File: config.mk
export PLATFORM = sky130hd
export DESIGN_NAME = cwdec_top
export DESIGN_NICKNAME = d
export VERILOG_FILES = /design/src/include/cwdec_pkg.sv /design/src/include/cwdec_mode_if.sv /design/src/logic/cwdec_mode_dec.sv /design/src/logic/cwdec_top.sv
export VERILOG_INCLUDE_DIRS = /design/src /design/src/include
export SDC_FILE = /design/constraint.sdc
export NUM_CORES = 1
export LEC_CHECK = 0
export ABC_AREA = 0
export BUFFER_PORTS_ARGS = -buffer_cell sky130_fd_sc_hd__buf_4
export CORE_ASPECT_RATIO = 1.1
export CORE_MARGIN = 3
export CORE_UTILIZATION = 24
export DETAILED_ROUTE_END_ITERATION = 12
export MAX_ROUTING_LAYER = met4
export SLEW_MARGIN = 20
export SYNTH_ARGS = -nofsm -noshare
export SYNTH_HDL_FRONTEND = slang
export SYNTH_HIERARCHICAL = 1
export SYNTH_SLANG_ARGS = --single-unit
File: constraint.sdc
create_clock -name i_core_clk -period 5.36 [get_ports i_core_clk]
set_input_delay 0.268 -clock i_core_clk [delete_from_list [all_inputs] [get_ports i_core_clk]]
set_output_delay 0.268 -clock i_core_clk [all_outputs]
set_load 0.01 [all_outputs]
File: src/include/cwdec_defs.svh
// constants for the configuration word decoder
`ifndef CWDEC_DEFS_SVH
`define CWDEC_DEFS_SVH
`define CWDEC_OFS_RSTWDT 16'h8008
`define CWDEC_OFS_RSVD 16'h8009
`define CWDEC_OFS_PROT 16'h800a
`define CWDEC_OFS_CODEPROT 16'h800b
`define CWDEC_OFS_CTRL 16'h8010
`define CWDEC_OFS_STAT 16'h8011
`define CWDEC_OFS_ERASE 16'h8012
`define CWDEC_RST_RSTWDT 16'h3fef
`define CWDEC_RST_PROT 16'h2f9f
`define CWDEC_RST_CODEPROT 16'h0003
`define CWDEC_POS_BOR_LEVEL 9
`define CWDEC_POS_BOR_MODE 6
`define CWDEC_POS_WDT_MODE 3
`define CWDEC_POS_PUP_DELAY 1
`define CWDEC_POS_RSTPIN_EN 0
`define CWDEC_POS_LOWV_PROG 13
`define CWDEC_POS_WRSAF 11
`define CWDEC_POS_WRD 10
`define CWDEC_POS_WRC 9
`define CWDEC_POS_WRB 8
`define CWDEC_POS_WRAPP 7
`define CWDEC_POS_STORE_EN_N 4
`define CWDEC_POS_BOOT_EN_N 3
`define CWDEC_POS_BOOT_SIZE 0
`define CWDEC_POS_EE_RDPROT_N 1
`define CWDEC_POS_FL_RDPROT_N 0
`define CWDEC_ERASE_KEY 16'h0010
`define CWDEC_PUP_64MS 64
`define CWDEC_PUP_16MS 16
`define CWDEC_PUP_1MS 1
`define CWDEC_CLK_KHZ 25000
`define CWDEC_FLASH_WORDS 8192
`endif

File: src/include/cwdec_pkg.sv
// types for the configuration word decoder
package cwdec_pkg;
    typedef enum logic [1:0] {
        CWDEC_MODE_OFF = 2'b00,
        CWDEC_MODE_SW = 2'b01,
        CWDEC_MODE_AWAKE = 2'b10,
        CWDEC_MODE_ON = 2'b11
    } cwdec_mode_t;
endpackage : cwdec_pkg

File: src/include/cwdec_mode_if.sv
// carries one enable mode decode between modules
`timescale 1ns/10ps
interface cwdec_mode_if;
    logic [1:0] mode;
    logic sw_en;
    logic sleep;
    logic active;
    modport src (output mode, output sw_en, output sleep, input active);
    modport dec (input mode, input sw_en, input sleep, output active);
endinterface : cwdec_mode_if

File: src/logic/cwdec_mode_dec.sv
// decodes a two-bit hardware/software enable mode
`timescale 1ns/10ps
module cwdec_mode_dec (
    // mode link
    cwdec_mode_if.dec m
);
    always_comb begin
        case (cwdec_pkg::cwdec_mode_t'(m.mode))
            cwdec_pkg::CWDEC_MODE_ON: m.active = 1'b1;
            cwdec_pkg::CWDEC_MODE_AWAKE: m.active = ~m.sleep;
            cwdec_pkg::CWDEC_MODE_SW: m.active = m.sw_en;
            default: m.active = 1'b0;
        endcase
    end
endmodule : cwdec_mode_dec

File: src/logic/cwdec_top.sv
// configuration word decoder with protection and partition logic
`timescale 1ns/10ps
`include "cwdec_defs.svh"
// Behaviour
// RQ1: brown-out mode 11 keeps reset always on, software bit ignored.
// RQ2: brown-out mode 10 enables reset while running, off in sleep.
// RQ3: brown-out mode 01 follows software bit; mode 00 disables it.
// RQ4: brown-out threshold comes from the level select bit.
// RQ5: watchdog mode 11 runs awake and asleep, software bit ignored.
// RQ6: watchdog mode 10 runs awake, suspended in sleep.
// RQ7: watchdog mode 01 follows software bit; 00 is off.
// RQ8: power-up delay: 11 none, 10 64 ms, 01 16 ms, 00 1 ms.
// RQ9: without low-voltage programming, reset-enable 0 makes the pin a port.
// RQ10: low-voltage programming forces the pin to stay reset input.
// RQ11: clearing low-voltage enable is refused during low-voltage programming.
// RQ12: each write-protect bit protects its region when 0.
// RQ13: enabled write protection is released only by bulk erase.
// RQ14: boot block and storage area are enabled by their low bits.
// RQ15: boot size code selects boot block end address.
// RQ16: boot block is clamped to half the program flash.
// RQ17: boot size changes only while the boot block is disabled.
// RQ18: eeprom code protection is on when its bit is 0.
// RQ19: flash code protection is on when its bit is 0.
// RQ20: code protection is removed only by bulk erase.
// RQ21: programmer writes the code-protect word last.
// RQ22: protected memories read zero externally and block programming; the code zeroes o_ext_rd_data only under flash protection.
// RQ23: storage and boot write protect apply only when region enabled.
module cwdec_top #(
    parameter int FLASH_WORDS = `CWDEC_FLASH_WORDS,
    parameter int CLK_KHZ = `CWDEC_CLK_KHZ
) (
    // clock and reset
    input wire logic i_core_clk,
    input wire logic i_reset,
    // register port
    input wire logic [15:0] i_addr,
    input wire logic [15:0] i_wdata,
    input wire logic i_wr,
    input wire logic i_rd,
    output logic [15:0] o_rdata,
    // run-time status
    input wire logic i_sleep,
    input wire logic i_lowv_prog_active,
    input wire logic [13:0] i_ext_rd_data,
    // decoded controls
    output logic o_brownout_en,
    output logic o_brownout_level_sel,
    output logic o_watchdog_en,
    output logic o_powerup_timer_en,
    output logic [31:0] o_powerup_cycles,
    output logic o_ext_reset_is_reset,
    output logic [4:0] o_write_protect,
    output logic o_storage_area_en,
    output logic o_boot_block_en,
    output logic [14:0] o_boot_end_addr,
    output logic o_flash_protect,
    output logic o_eeprom_protect,
    output logic o_ext_prog_block,
    output logic [13:0] o_ext_rd_data
);
    localparam int MS_CYC = CLK_KHZ;
    localparam logic [14:0] HALF_END = 15'(FLASH_WORDS / 2 - 1);

    typedef struct packed {
        logic [15:0] rstwdt;
        logic [15:0] prot;
        logic [15:0] codeprot;
        logic sw_bor;
        logic sw_wdt;
        logic [15:0] rdata;
        logic bor_en;
        logic bor_lvl;
        logic wdt_en;
        logic pup_en;
        logic [31:0] pup_cyc;
        logic pin_rst;
        logic [4:0] wp;
        logic store_en;
        logic bb_en;
        logic [14:0] bb_end;
        logic fcp;
        logic ecp;
        logic prog_blk;
        logic [13:0] xrd;
    } cwdec_state_t;

    cwdec_state_t st;
    cwdec_state_t next_st;

    cwdec_mode_if bor_if ();
    cwdec_mode_if wdt_if ();

    assign bor_if.mode = st.rstwdt[`CWDEC_POS_BOR_MODE +: 2];
    assign bor_if.sw_en = st.sw_bor;
    assign bor_if.sleep = i_sleep;
    assign wdt_if.mode = st.rstwdt[`CWDEC_POS_WDT_MODE +: 2];
    assign wdt_if.sw_en = st.sw_wdt;
    assign wdt_if.sleep = i_sleep;

    cwdec_mode_dec u_bor (.m(bor_if.dec)); // [RQ1] [RQ2] [RQ3]
    cwdec_mode_dec u_wdt (.m(wdt_if.dec)); // [RQ5] [RQ6] [RQ7]

    logic [15:0] w;
    logic [14:0] bb_raw;
    logic boot_dis;

    always_comb begin
        next_st = st;
        w = i_wdata;
        boot_dis = st.prot[`CWDEC_POS_BOOT_EN_N];
        // protection bits are sticky: a write may only move a bit from 1 to 0
        if (i_wr) begin
            case (i_addr)
                `CWDEC_OFS_RSTWDT: next_st.rstwdt = w;
                `CWDEC_OFS_PROT: begin
                    next_st.prot = w;
                    next_st.prot[`CWDEC_POS_WRSAF] =
                        st.prot[`CWDEC_POS_WRSAF] & w[`CWDEC_POS_WRSAF]; // [RQ13]
                    next_st.prot[`CWDEC_POS_WRD] =
                        st.prot[`CWDEC_POS_WRD] & w[`CWDEC_POS_WRD]; // [RQ13]
                    next_st.prot[`CWDEC_POS_WRC] =
                        st.prot[`CWDEC_POS_WRC] & w[`CWDEC_POS_WRC]; // [RQ13]
                    next_st.prot[`CWDEC_POS_WRB] =
                        st.prot[`CWDEC_POS_WRB] & w[`CWDEC_POS_WRB]; // [RQ13]
                    next_st.prot[`CWDEC_POS_WRAPP] =
                        st.prot[`CWDEC_POS_WRAPP] & w[`CWDEC_POS_WRAPP]; // [RQ13]
                    if (i_lowv_prog_active && !w[`CWDEC_POS_LOWV_PROG]) begin
                        next_st.prot[`CWDEC_POS_LOWV_PROG] =
                            st.prot[`CWDEC_POS_LOWV_PROG]; // [RQ11]
                    end
                    if (!boot_dis) begin
                        next_st.prot[`CWDEC_POS_BOOT_SIZE +: 3] =
                            st.prot[`CWDEC_POS_BOOT_SIZE +: 3]; // [RQ17]
                    end
                end
                `CWDEC_OFS_CODEPROT: begin
                    next_st.codeprot = st.codeprot & w; // [RQ20]
                end
                `CWDEC_OFS_CTRL: begin
                    next_st.sw_bor = w[0];
                    next_st.sw_wdt = w[1];
                end
                `CWDEC_OFS_ERASE: begin
                    if (w == `CWDEC_ERASE_KEY) begin
                        next_st.prot = `CWDEC_RST_PROT; // [RQ13] [RQ17]
                        next_st.codeprot = `CWDEC_RST_CODEPROT; // [RQ20]
                    end
                end
                default: ;
            endcase
        end
        // read path, data valid the cycle after the strobe
        next_st.rdata = 16'h0000;
        if (i_rd) begin
            case (i_addr)
                `CWDEC_OFS_RSTWDT: next_st.rdata = st.rstwdt;
                `CWDEC_OFS_PROT: next_st.rdata = st.prot;
                `CWDEC_OFS_CODEPROT: next_st.rdata = st.codeprot;
                `CWDEC_OFS_CTRL: next_st.rdata = {14'h0000, st.sw_wdt, st.sw_bor};
                `CWDEC_OFS_STAT: next_st.rdata = {10'h000, st.fcp, st.ecp, st.bb_en,
                    st.store_en, st.wdt_en, st.bor_en};
                default: next_st.rdata = 16'h0000;
            endcase
        end
        // decoded outputs
        next_st.bor_en = bor_if.active;
        next_st.bor_lvl = st.rstwdt[`CWDEC_POS_BOR_LEVEL]; // [RQ4]
        next_st.wdt_en = wdt_if.active;
        case (st.rstwdt[`CWDEC_POS_PUP_DELAY +: 2]) // [RQ8]
            2'b11: begin
                next_st.pup_en = 1'b0;
                next_st.pup_cyc = 32'h0000_0000;
            end
            2'b10: begin
                next_st.pup_en = 1'b1;
                next_st.pup_cyc = 32'(`CWDEC_PUP_64MS * MS_CYC);
            end
            2'b01: begin
                next_st.pup_en = 1'b1;
                next_st.pup_cyc = 32'(`CWDEC_PUP_16MS * MS_CYC);
            end
            default: begin
                next_st.pup_en = 1'b1;
                next_st.pup_cyc = 32'(`CWDEC_PUP_1MS * MS_CYC);
            end
        endcase
        next_st.pin_rst = st.prot[`CWDEC_POS_LOWV_PROG] |
            st.rstwdt[`CWDEC_POS_RSTPIN_EN]; // [RQ9] [RQ10]
        next_st.store_en = ~st.prot[`CWDEC_POS_STORE_EN_N]; // [RQ14]
        next_st.bb_en = ~boot_dis; // [RQ14]
        next_st.wp[0] = ~st.prot[`CWDEC_POS_WRAPP]; // [RQ12]
        next_st.wp[1] = ~st.prot[`CWDEC_POS_WRB] & ~boot_dis; // [RQ12] [RQ23]
        next_st.wp[2] = ~st.prot[`CWDEC_POS_WRC]; // [RQ12]
        next_st.wp[3] = ~st.prot[`CWDEC_POS_WRD]; // [RQ12]
        next_st.wp[4] = ~st.prot[`CWDEC_POS_WRSAF] & ~st.prot[`CWDEC_POS_STORE_EN_N]; // [RQ23]
        case (st.prot[`CWDEC_POS_BOOT_SIZE +: 3]) // [RQ15]
            3'b111: bb_raw = 15'h01ff;
            3'b110: bb_raw = 15'h03ff;
            3'b101: bb_raw = 15'h07ff;
            3'b100: bb_raw = 15'h0fff;
            3'b011: bb_raw = 15'h1fff;
            default: bb_raw = 15'h3fff;
        endcase
        if (boot_dis) begin
            next_st.bb_end = 15'h0000;
        end else if (bb_raw > HALF_END) begin
            next_st.bb_end = HALF_END; // [RQ16]
        end else begin
            next_st.bb_end = bb_raw;
        end
        next_st.ecp = ~st.codeprot[`CWDEC_POS_EE_RDPROT_N]; // [RQ18]
        next_st.fcp = ~st.codeprot[`CWDEC_POS_FL_RDPROT_N]; // [RQ19]
        next_st.prog_blk = next_st.fcp | next_st.ecp; // [RQ22]
        next_st.xrd = (next_st.fcp) ? 14'h0000 : i_ext_rd_data; // [RQ22]
    end

    always_ff @(posedge i_core_clk) begin
        if (i_reset) begin
            st <= '0;
            st.rstwdt <= `CWDEC_RST_RSTWDT;
            st.prot <= `CWDEC_RST_PROT;
            st.codeprot <= `CWDEC_RST_CODEPROT;
            st.pin_rst <= 1'b1;
        end else begin
            st <= next_st;
        end
    end

    assign o_rdata = st.rdata;
    assign o_brownout_en = st.bor_en;
    assign o_brownout_level_sel = st.bor_lvl;
    assign o_watchdog_en = st.wdt_en;
    assign o_powerup_timer_en = st.pup_en;
    assign o_powerup_cycles = st.pup_cyc;
    assign o_ext_reset_is_reset = st.pin_rst;
    assign o_write_protect = st.wp;
    assign o_storage_area_en = st.store_en;
    assign o_boot_block_en = st.bb_en;
    assign o_boot_end_addr = st.bb_end;
    assign o_flash_protect = st.fcp;
    assign o_eeprom_protect = st.ecp;
    assign o_ext_prog_block = st.prog_blk; // [RQ22]
    assign o_ext_rd_data = st.xrd;

    property p_bor_on;
        @(posedge i_core_clk) disable iff (i_reset)
        (st.rstwdt[7:6] == 2'b11) |=> o_brownout_en;
    endproperty
    a_bor_on: assert property (p_bor_on) else $error("bor not on"); // [RQ1]

    property p_bor_sleep;
        @(posedge i_core_clk) disable iff (i_reset)
        (st.rstwdt[7:6] == 2'b10) |=> (o_brownout_en == !$past(i_sleep));
    endproperty
    a_bor_sleep: assert property (p_bor_sleep) else $error("bor sleep wrong"); // [RQ2]

    property p_wdt_sw;
        @(posedge i_core_clk) disable iff (i_reset)
        (st.rstwdt[4:3] == 2'b01) |=> (o_watchdog_en == $past(st.sw_wdt));
    endproperty
    a_wdt_sw: assert property (p_wdt_sw) else $error("wdt sw wrong"); // [RQ7]

    property p_lowv_hold;
        @(posedge i_core_clk) disable iff (i_reset)
        (i_lowv_prog_active && st.prot[13]) |=> st.prot[13];
    endproperty
    a_lowv_hold: assert property (p_lowv_hold) else $error("low-voltage enable cleared"); // [RQ11]

    property p_codeprot_sticky;
        @(posedge i_core_clk) disable iff (i_reset)
        (!st.codeprot[0] && !(i_wr && i_addr == `CWDEC_OFS_ERASE)) |=> !st.codeprot[0];
    endproperty
    a_codeprot_sticky: assert property (p_codeprot_sticky) else $error("protect released"); // [RQ20]

    property p_bootsize_lock;
        @(posedge i_core_clk) disable iff (i_reset)
        (!st.prot[3] && !(i_wr && i_addr == `CWDEC_OFS_ERASE)) |=> $stable(st.prot[2:0]);
    endproperty
    a_bootsize_lock: assert property (p_bootsize_lock) else $error("boot size changed"); // [RQ17]

    property p_bb_clamp;
        @(posedge i_core_clk) disable iff (i_reset)
        o_boot_end_addr <= HALF_END;
    endproperty
    a_bb_clamp: assert property (p_bb_clamp) else $error("boot block too big"); // [RQ16]

    property p_rd_zero;
        @(posedge i_core_clk) disable iff (i_reset)
        (!st.codeprot[0] ##1 !st.codeprot[0]) |-> (o_ext_rd_data == 14'h0000);
    endproperty
    a_rd_zero: assert property (p_rd_zero) else $error("protected read leaked"); // [RQ22]
endmodule : cwdec_top

### Yosys cells after proc, flatten, opt, wreduce, memory -nomap -nowiden

Cells that the tools add are included.

| word-level totals | value |
|---|---|
| input port bits | 52 |
| output and inout port bits | 92 |
| word-level logic and storage cells | 94 |
| register bits | 141 |

| cells by class | value |
|---|---|
| multiplexer cells | 11 |
| magnitude comparators | 1 |
| equal/unequal tests | 24 |
| bitwise logic cells | 21 |
| reductions and logical operators | 14 |

Operator list:

| cell | number |
|---|---|
| case mux 33 bit (3 select lines) | 1 |
| == test 16 bit, second input constant | 6 |
| case mux 16 bit (5 select lines) | 1 |
| case mux 14 bit (5 select lines) | 1 |
| case mux 16 bit (2 select lines) | 2 |
| two-way mux 32 bit | 1 |
| AND 16 bit | 1 |
| == test 16 x 5 -> 1 bit, second input constant | 1 |
| greater-than comparator 14 x 12 -> 1 bit, second input constant | 1 |
| == test 2 bit, second input constant | 6 |
| == test 3 bit, second input constant | 4 |
| two-way mux 12 bit | 1 |
| NOT 1 bit | 11 |
| AND reduction 4 bit | 2 |
| AND 1 bit | 7 |
| == test 2 x 1 -> 1 bit, second input constant | 3 |
| != test 2 bit, second input constant | 3 |
| case mux 1 bit (3 select lines) | 2 |
| AND reduction 3 bit | 2 |
| OR reduction 2 bit | 3 |
| AND reduction 2 bit | 2 |
| nonzero test 2 bit | 2 |
| == test 3 x 2 -> 1 bit, second input constant | 1 |
| two-way mux 3 bit | 1 |
| 5 further kinds | 6 |

### Longest topological paths before layout

Gate-level depths: netlist of the first run.

| logic depth | value |
|---|---|
| word-level depth | 4 |
| gate-level depth with buffers | 8 |
| depth with buffers taken out | 5 |

### Modules after synthesis

Netlist of the first run, hierarchy kept.

Modules (own cells, without submodules):

| module | instances | seq. area each (µm²) | cells each | area each (µm²) |
|---|---|---|---|---|
| cwdec_top | 1 | 2142.1 | 488 | 4578.1 |
| cwdec_mode_dec | 2 | 0.0 | 3 | 17.5 |

### Worst setup path before layout of the first run

No wires, ideal clock.

| path | value |
|---|---|
| path type | input port to flip-flop |
| start point | in i_addr[2] |
| end point | reg st[103] in the netlist's numbering |
| library setup time | 116 ps |
| data arrival time | 1867 ps |
| stages on the path | 7 |
| slack | 3378 ps |
| required time | 5244 ps |
| buffers on the path | 2 |
| cells stage by stage | or4_1 -> buf_4 -> or4_1 -> buf_6 -> nor2_2 -> o21ai_1 -> and3_1 |

| between the ends | value |
|---|---|
| longest elaborated chain between the ends | 3 |
| elaborated cells on any way between the ends | 6 |
| classes of those cells | eq/ne: 3; mux: 1; reduce/logical: 2 |

Ends and longest elaborated chain:

| item | RTL line | text |
|---|---|---|
| start, declared | cwdec_top.sv:36 | `input wire logic [15:0] i_addr,` |
| == test 16 bit | cwdec_top.sv:113 | `case (i_addr)` |
| != test 2 bit (no line) or nonzero test 2 bit (tied branches) | -- |  |
| AND reduction 3 bit (no line) | -- |  |
| end signal, assigned | cwdec_top.sv:225 | `st <= next_st;` |
| end, declared | cwdec_top.sv:87 | `cwdec_state_t st;` |

Several ways; a longest one is shown, not always the timed one.
A chain may end at the register's enable or synchronous reset.

### Final worst setup path of the first run

| path | value |
|---|---|
| start point | in i_addr[2] |
| end point | reg st[122] in the netlist's numbering |

The elaborated chain is that of the path after synthesis.

==> results of run 1 <==
-- report_power, final --
part | total (mW) | internal (mW) | switching (mW)
Sequential | 0.804 | 0.802 | 0.00183
Clock | 0.652 | 0.361 | 0.291
Combinational | 0.0958 | 0.0422 | 0.0536
Total | 1.55 | 1.21 | 0.346
-- through the flow --
stage | util [%] | cells
2_1_floorplan | - | 515
3_3_place_gp | 28.1 | 780
3_5_place_dp | 28.1 | 780
4_1_cts | 29.6 | 796
5_1_grt | 29.6 | 796
6_report | 29.6 | 796
-- worst paths after layout --
path,endpoint,slack [ns],depth (start not counted)
setup / recovery,st[122]$_SDFFE_PP0P_,2.64,6
hold / removal,o_ext_rd_data[6]$_SDFF_PP0_,0.12,2
setup reg to reg,st[110]$_SDFFE_PP1P_,3.77,5
hold reg to reg,st[109]$_SDFFE_PP0P_,0.44,2
-- flip-flops by register name (all words and copies together), names as in the netlist, 2 cells and up --
signal / flops
bor_if.mode: 2
o_boot_end_addr: 6
o_ext_rd_data: 14
o_powerup_cycles: 6
o_rdata: 16
o_write_protect: 5
st: 44
-- kinds of logic (layout without fill, tap and decap cells) --
kind of cell | after synthesis | after routing | synth area share (%)
muxes | 4 | 4 | 0.922
AOI/OAI and AO/OA | 83 | 83 | 12.6
adders and majority gates | 4 | 4 | 1.08
buffers and inverters | 111 | 149 | 16.5
other | 1 | 22 | 0.0813
DFF | 107 | 107 | 46.4
and+or+nand+nor | 184 | 184 | 22.4
-- cell usage after synthesis, types with 2 or more instances --
library cell,count
nor2_1,18
mux2i_1,2
a32o_1,5
a31oi_1,3
nor2b_1,9
a22oi_1,8
a222oi_1,10
and3_1,9
nor3_1,6
a21oi_2,6
or4_1,2
o211ai_1,3
clkbuf_1,11
a21oi_1,21
ha_1,4
buf_2,5
dfxtp_1,107
mux2_2,2
and2_1,16
inv_1,6
nand2b_1,2
nor4b_1,2
or2_2,2
o31a_1,3
nor4_1,9
nand4_1,5
nor4_4,3
buf_4,86
nand3_1,12
nor2_2,15
nand2_1,61
buf_6,2
o21ai_1,17
and4_1,2
-- layout make-up --
class	instances	area, um^2
inverter	6	22.5
tap	243	304
sequential	107	2140
timing repair buffer	127	953
clock inverter	5	53.8
clock buffer	11	233
fill	1981	13100
multi-input combinational	297	1800
-- metal layers --
layer  part of all wire (%)  global-route usage [%]  vias up
met1                     46                    15.6     1613
met5                      0                       -        -
li1                       -                       -     1725
met4                    1.2                    4.55        0
met2                     46                    18.3      137
met3                    6.3                    2.27       14
==> metrics, run 1 <==
die height 151 um; overall power 1.55 mW; CP Buf/Inv Count 1; Post-Syn Area per Cell 9.34 um^2; crit path launch i_addr[2]; final hold violations 0; CTS tree built; Max IR drop VDD 132 uV; Static Leak 2.31 nW; yosys warns 6; GRT Util Overall 11.9%; clock skew 0.00700 ns; routed vias 3489; Netlist cell types 54; Rows 52; setup TNS 0 ns; die area 20900 um^2; CP required 5.60 ns; initial core utilization 24.8%; outcome finished, final reports clean; Num CTS Buffers 9; delay-heaviest family, CP simple AND/OR/NAND/NOR gates; # diodes 0; largest net degree at the start of global routing 42; first-pass GRT wire length 18900 um; drt wl/cell 15.6 um; post-synth top area cell dfxtp_1; grt ovf 0; initial antenna violation count 0; crit path time final 2.72 ns; Area growth, synth to finish 19.4%; drt initial violations 260; HP Start i_ext_rd_data[6]; Post-synth EDFFs 0; RSZ-0062 raised after global routing no; most common cell after layout, fill and taps aside buf_4; width of the die 138 um; top cell type's share of synthesized area 46.4%; CTS clk-pin slew, worst paths 0.07 ns; main flop type after synthesis dfxtp_1; Finished Cell Area 5510 um^2; Max Clock Freq 368 MHz; CTS resizes 0; CP Cell Sequence buf_4 -> nor4_1 -> nand4_1 -> nor2_1 -> o21ai_1 -> a32o_1; Avg Vias per Cell 4.38; share of the yosys chip area belonging to registers 46.4%; Clock Latency Late Sink 0.35 ns; Area contributors post-synth dfxtp_1 46%, buf_4 14%, nand2_1 5.0%; crit-path max FO 13; worst path arrival time 2.96 ns; Sink Count 107; area of the mapped netlist 4610 um^2; CP startpoint kind primary input; I/O Buffers 123; worst setup margin 2.64 ns; fin. max-slew vios 0; Post-CTS Setup Bufs 0; clk buf depth 2; core area 18600 um^2; Max stage delay on crit path 0.80 ns; most frequent cells in the layout 127 x buf_4, 107 x dfxtp_1, 61 x nand2_1; vias in the first global route 3259; fin nets 604; DP Area 5220 um^2; asr flop ratio synth 0%; final WL 12400 um; gpl congestion 0.777; Tightest Pin Transition 1.00 ns; FF-to-FF Start boot_dis$_SDFFE_PP1P_; CTS H-Tree Depth 3; P per Cell Area 282 nW/um^2; # Max-Cap Violations 0; First-pass DRT Iterations 5; max_slew headroom 32.9%; endpoints failing setup 0; # IOs 144; Slowest cell on crit path nor2_1; Final HPWL DP 9080 um; post-route ant nets 0; Critical Path End Type flip-flop; Synth Register Bits 107; hold crit path type primary input to flip-flop; Synth Instances 494; clk root buf clkbuf_16; pre-CTS setup slack 2.32 ns; residual DRC count 0; CTS Hold Bufs 0; WS Path Type primary input to flip-flop; worst hold slack 0.118 ns; layout cells sized above 1 31.5%; Final period util 50.8%
Power figures use the tool's default switching activity.
==> run 2, diff against run 1 <==
clock period = 2.35 ns   (was 5.36 ns; I/O delays follow)
==> metrics, run 2 (same netlist as run 1, synthesis figures left out) <==
# Max-Cap Violations 0 (unchanged); layout cells sized above 1 32.4% (was 31.5%); clk root buf clkbuf_16 (unchanged); residual DRC count 0 (unchanged); core area 18600 um^2 (unchanged); Static Leak 2.46 nW (was 2.31 nW); Sink Count 107 (unchanged); hold crit path type primary input to flip-flop (unchanged); CP required 2.59 ns (was 5.60 ns); most common cell after layout, fill and taps aside buf_4 (unchanged); RSZ-0062 raised after global routing no (unchanged); delay-heaviest family, CP simple AND/OR/NAND/NOR gates (unchanged); fin nets 631 (was 604); worst setup margin 0.580 ns (was 2.64 ns); CP Cell Sequence buf_4 -> or4_1 -> or4_1 -> buf_4 -> nor2_2 -> o21ai_1 -> and3_1 (was buf_4 -> nor4_1 -> nand4_1 -> nor2_1 -> o21ai_1 -> a32o_1); Max stage delay on crit path 0.71 ns (was 0.80 ns); crit path time final 1.77 ns; die height 151 um (unchanged); drt initial violations 274 (was 260); CTS resizes 0 (unchanged); post-route ant nets 0 (unchanged); Max Clock Freq 565 MHz; Num CTS Buffers 9 (unchanged); largest net degree at the start of global routing 34 (was 42); die area 20900 um^2 (unchanged); routed vias 3581 (was 3489); drt wl/cell 15.2 um (was 15.6 um); placed cells 793 (was 780); final hold violations 0 (unchanged); Clock Latency Late Sink 0.35 ns (about the same); Finished Cell Area 5810 um^2 (was 5510 um^2); width of the die 138 um (unchanged); Tightest Pin Transition 0.613 ns (was 1.00 ns); fin. max-slew vios 0 (unchanged); DP Area 5360 um^2 (was 5220 um^2); Top reg by flops st (unchanged); clock skew 0.00660 ns (was 0.00700 ns); initial antenna violation count 0 (unchanged); grt ovf 0 (unchanged); Rows 52 (unchanged); CTS tree built (unchanged); # IOs 144 (unchanged); worst path arrival time 2.01 ns (was 2.96 ns); setup TNS 0 ns (unchanged); Slowest cell on crit path or4_1 (was nor2_1); vias in the first global route 3391 (was 3259); Non-Filler Instances 823 (was 796); Final HPWL DP 9250 um (was 9080 um); final WL 12500 um (was 12400 um); Critical Path End Type flip-flop (unchanged); Final period util 75.3%; CP startpoint kind primary input (unchanged); CTS clk-pin slew, worst paths 0.07 ns (about the same); outcome finished, final reports clean (unchanged); endpoints failing setup 0 (unchanged); Max IR drop VDD 275 uV (was 132 uV); # diodes 0 (unchanged); First-pass DRT Iterations 4 (was 5); Area growth, synth to finish 26.0% (was 19.4%); first-pass GRT wire length 19100 um (was 18900 um); max_slew headroom 59.0% (was 32.9%); CTS H-Tree Depth 3 (unchanged); initial core utilization 24.8% (unchanged); Post-CTS Setup Bufs 0 (unchanged); Avg Vias per Cell 4.35 (was 4.38); GRT Util Overall 12.0% (was 11.9%); overall power 3.65 mW (was 1.55 mW); I/O Buffers 123 (unchanged); Largest register FFs 44 (unchanged); gpl congestion 0.806 (was 0.777); pre-CTS setup slack 0.226 ns (was 2.32 ns); P per Cell Area 629 nW/um^2 (was 282 nW/um^2); clk buf depth 2 (unchanged); CP Buf/Inv Count 2 (was 1); WS Path Type primary input to flip-flop (unchanged); most frequent cells in the layout 137 x buf_4, 107 x dfxtp_1, 61 x nand2_1 (was 127 x buf_4, 107 x dfxtp_1, 61 x nand2_1); crit-path max FO 9 (was 13)
-- run 2: changes by cell type in the layout (fill, tap and decap cells not counted), sizes merged --
cell / previous run / this run
inv: 5 / 8
buf: 127 / 140
clkbuf: 11 / 12
dlygate4sd3: 0 / 14
clkinv: 5 / 1
-- run 2: worst min-delay path: stages --
cell	delay, ns
buf_4	0.11
nand2_1	0.05
nand3_1	0.06
-- run 2: per-stage QoR --
stage | hold WS [ns] | utilization, %
2_1_floorplan | 0.239 | -
3_3_place_gp | 0.320 | 28.8
3_5_place_dp | 0.323 | 28.8
4_1_cts | 0.0153 | 31.2
5_1_grt | 0.0221 | 31.2
6_report | 0.0256 | 31.2
-- run 2: what timing repair did --
item / 4_1_cts / 5_1_grt
endpoints found under the hold margin: 14 / 0
hold buffers: 14 / 0
endpoints found under the setup margin: 0 / 0
-- run 2: final timing paths --
check,start,depth (start not counted),to,slack (ns)
worst min-delay path,i_wdata[13],3,st[139]$_SDFFE_PP1P_,0.03
worst max-delay path,i_addr[2],7,st[104]$_SDFFE_PP0P_,0.58
worst max register to register,boot_dis$_SDFFE_PP1P_,5,st[111]$_SDFFE_PP1P_,0.73
worst min register to register,st[100]$_SDFFE_PP0P_,2,st[100]$_SDFFE_PP0P_,0.43
-- run 2: cell type report --
type                       count  area (um^2)
clock buffer                  12          256
fill                        1966        12800
inverter                       6         22.5
multi-input combinational    297         1800
clock inverter                 4         56.3
sequential                   107         2140
tap                          243          304
timing repair buffer         154         1230
-- run 2: where the power goes --
group / internal, mW / total, mW / switching, mW
clock network: 0.895 / 1.58 / 0.688
registers: 1.83 / 1.83 / 0.00439
logic: 0.114 / 0.239 / 0.125
-- run 2: layer usage --
| layer | GRT usage [%] | wire [um] |
|---|---|---|
| met2 | 19.0 | 5870 |
| met4 | 3.80 | 195 |
| met5 | - | 0 |
| met1 | 15.3 | 5730 |
| met3 | 2.62 | 740 |
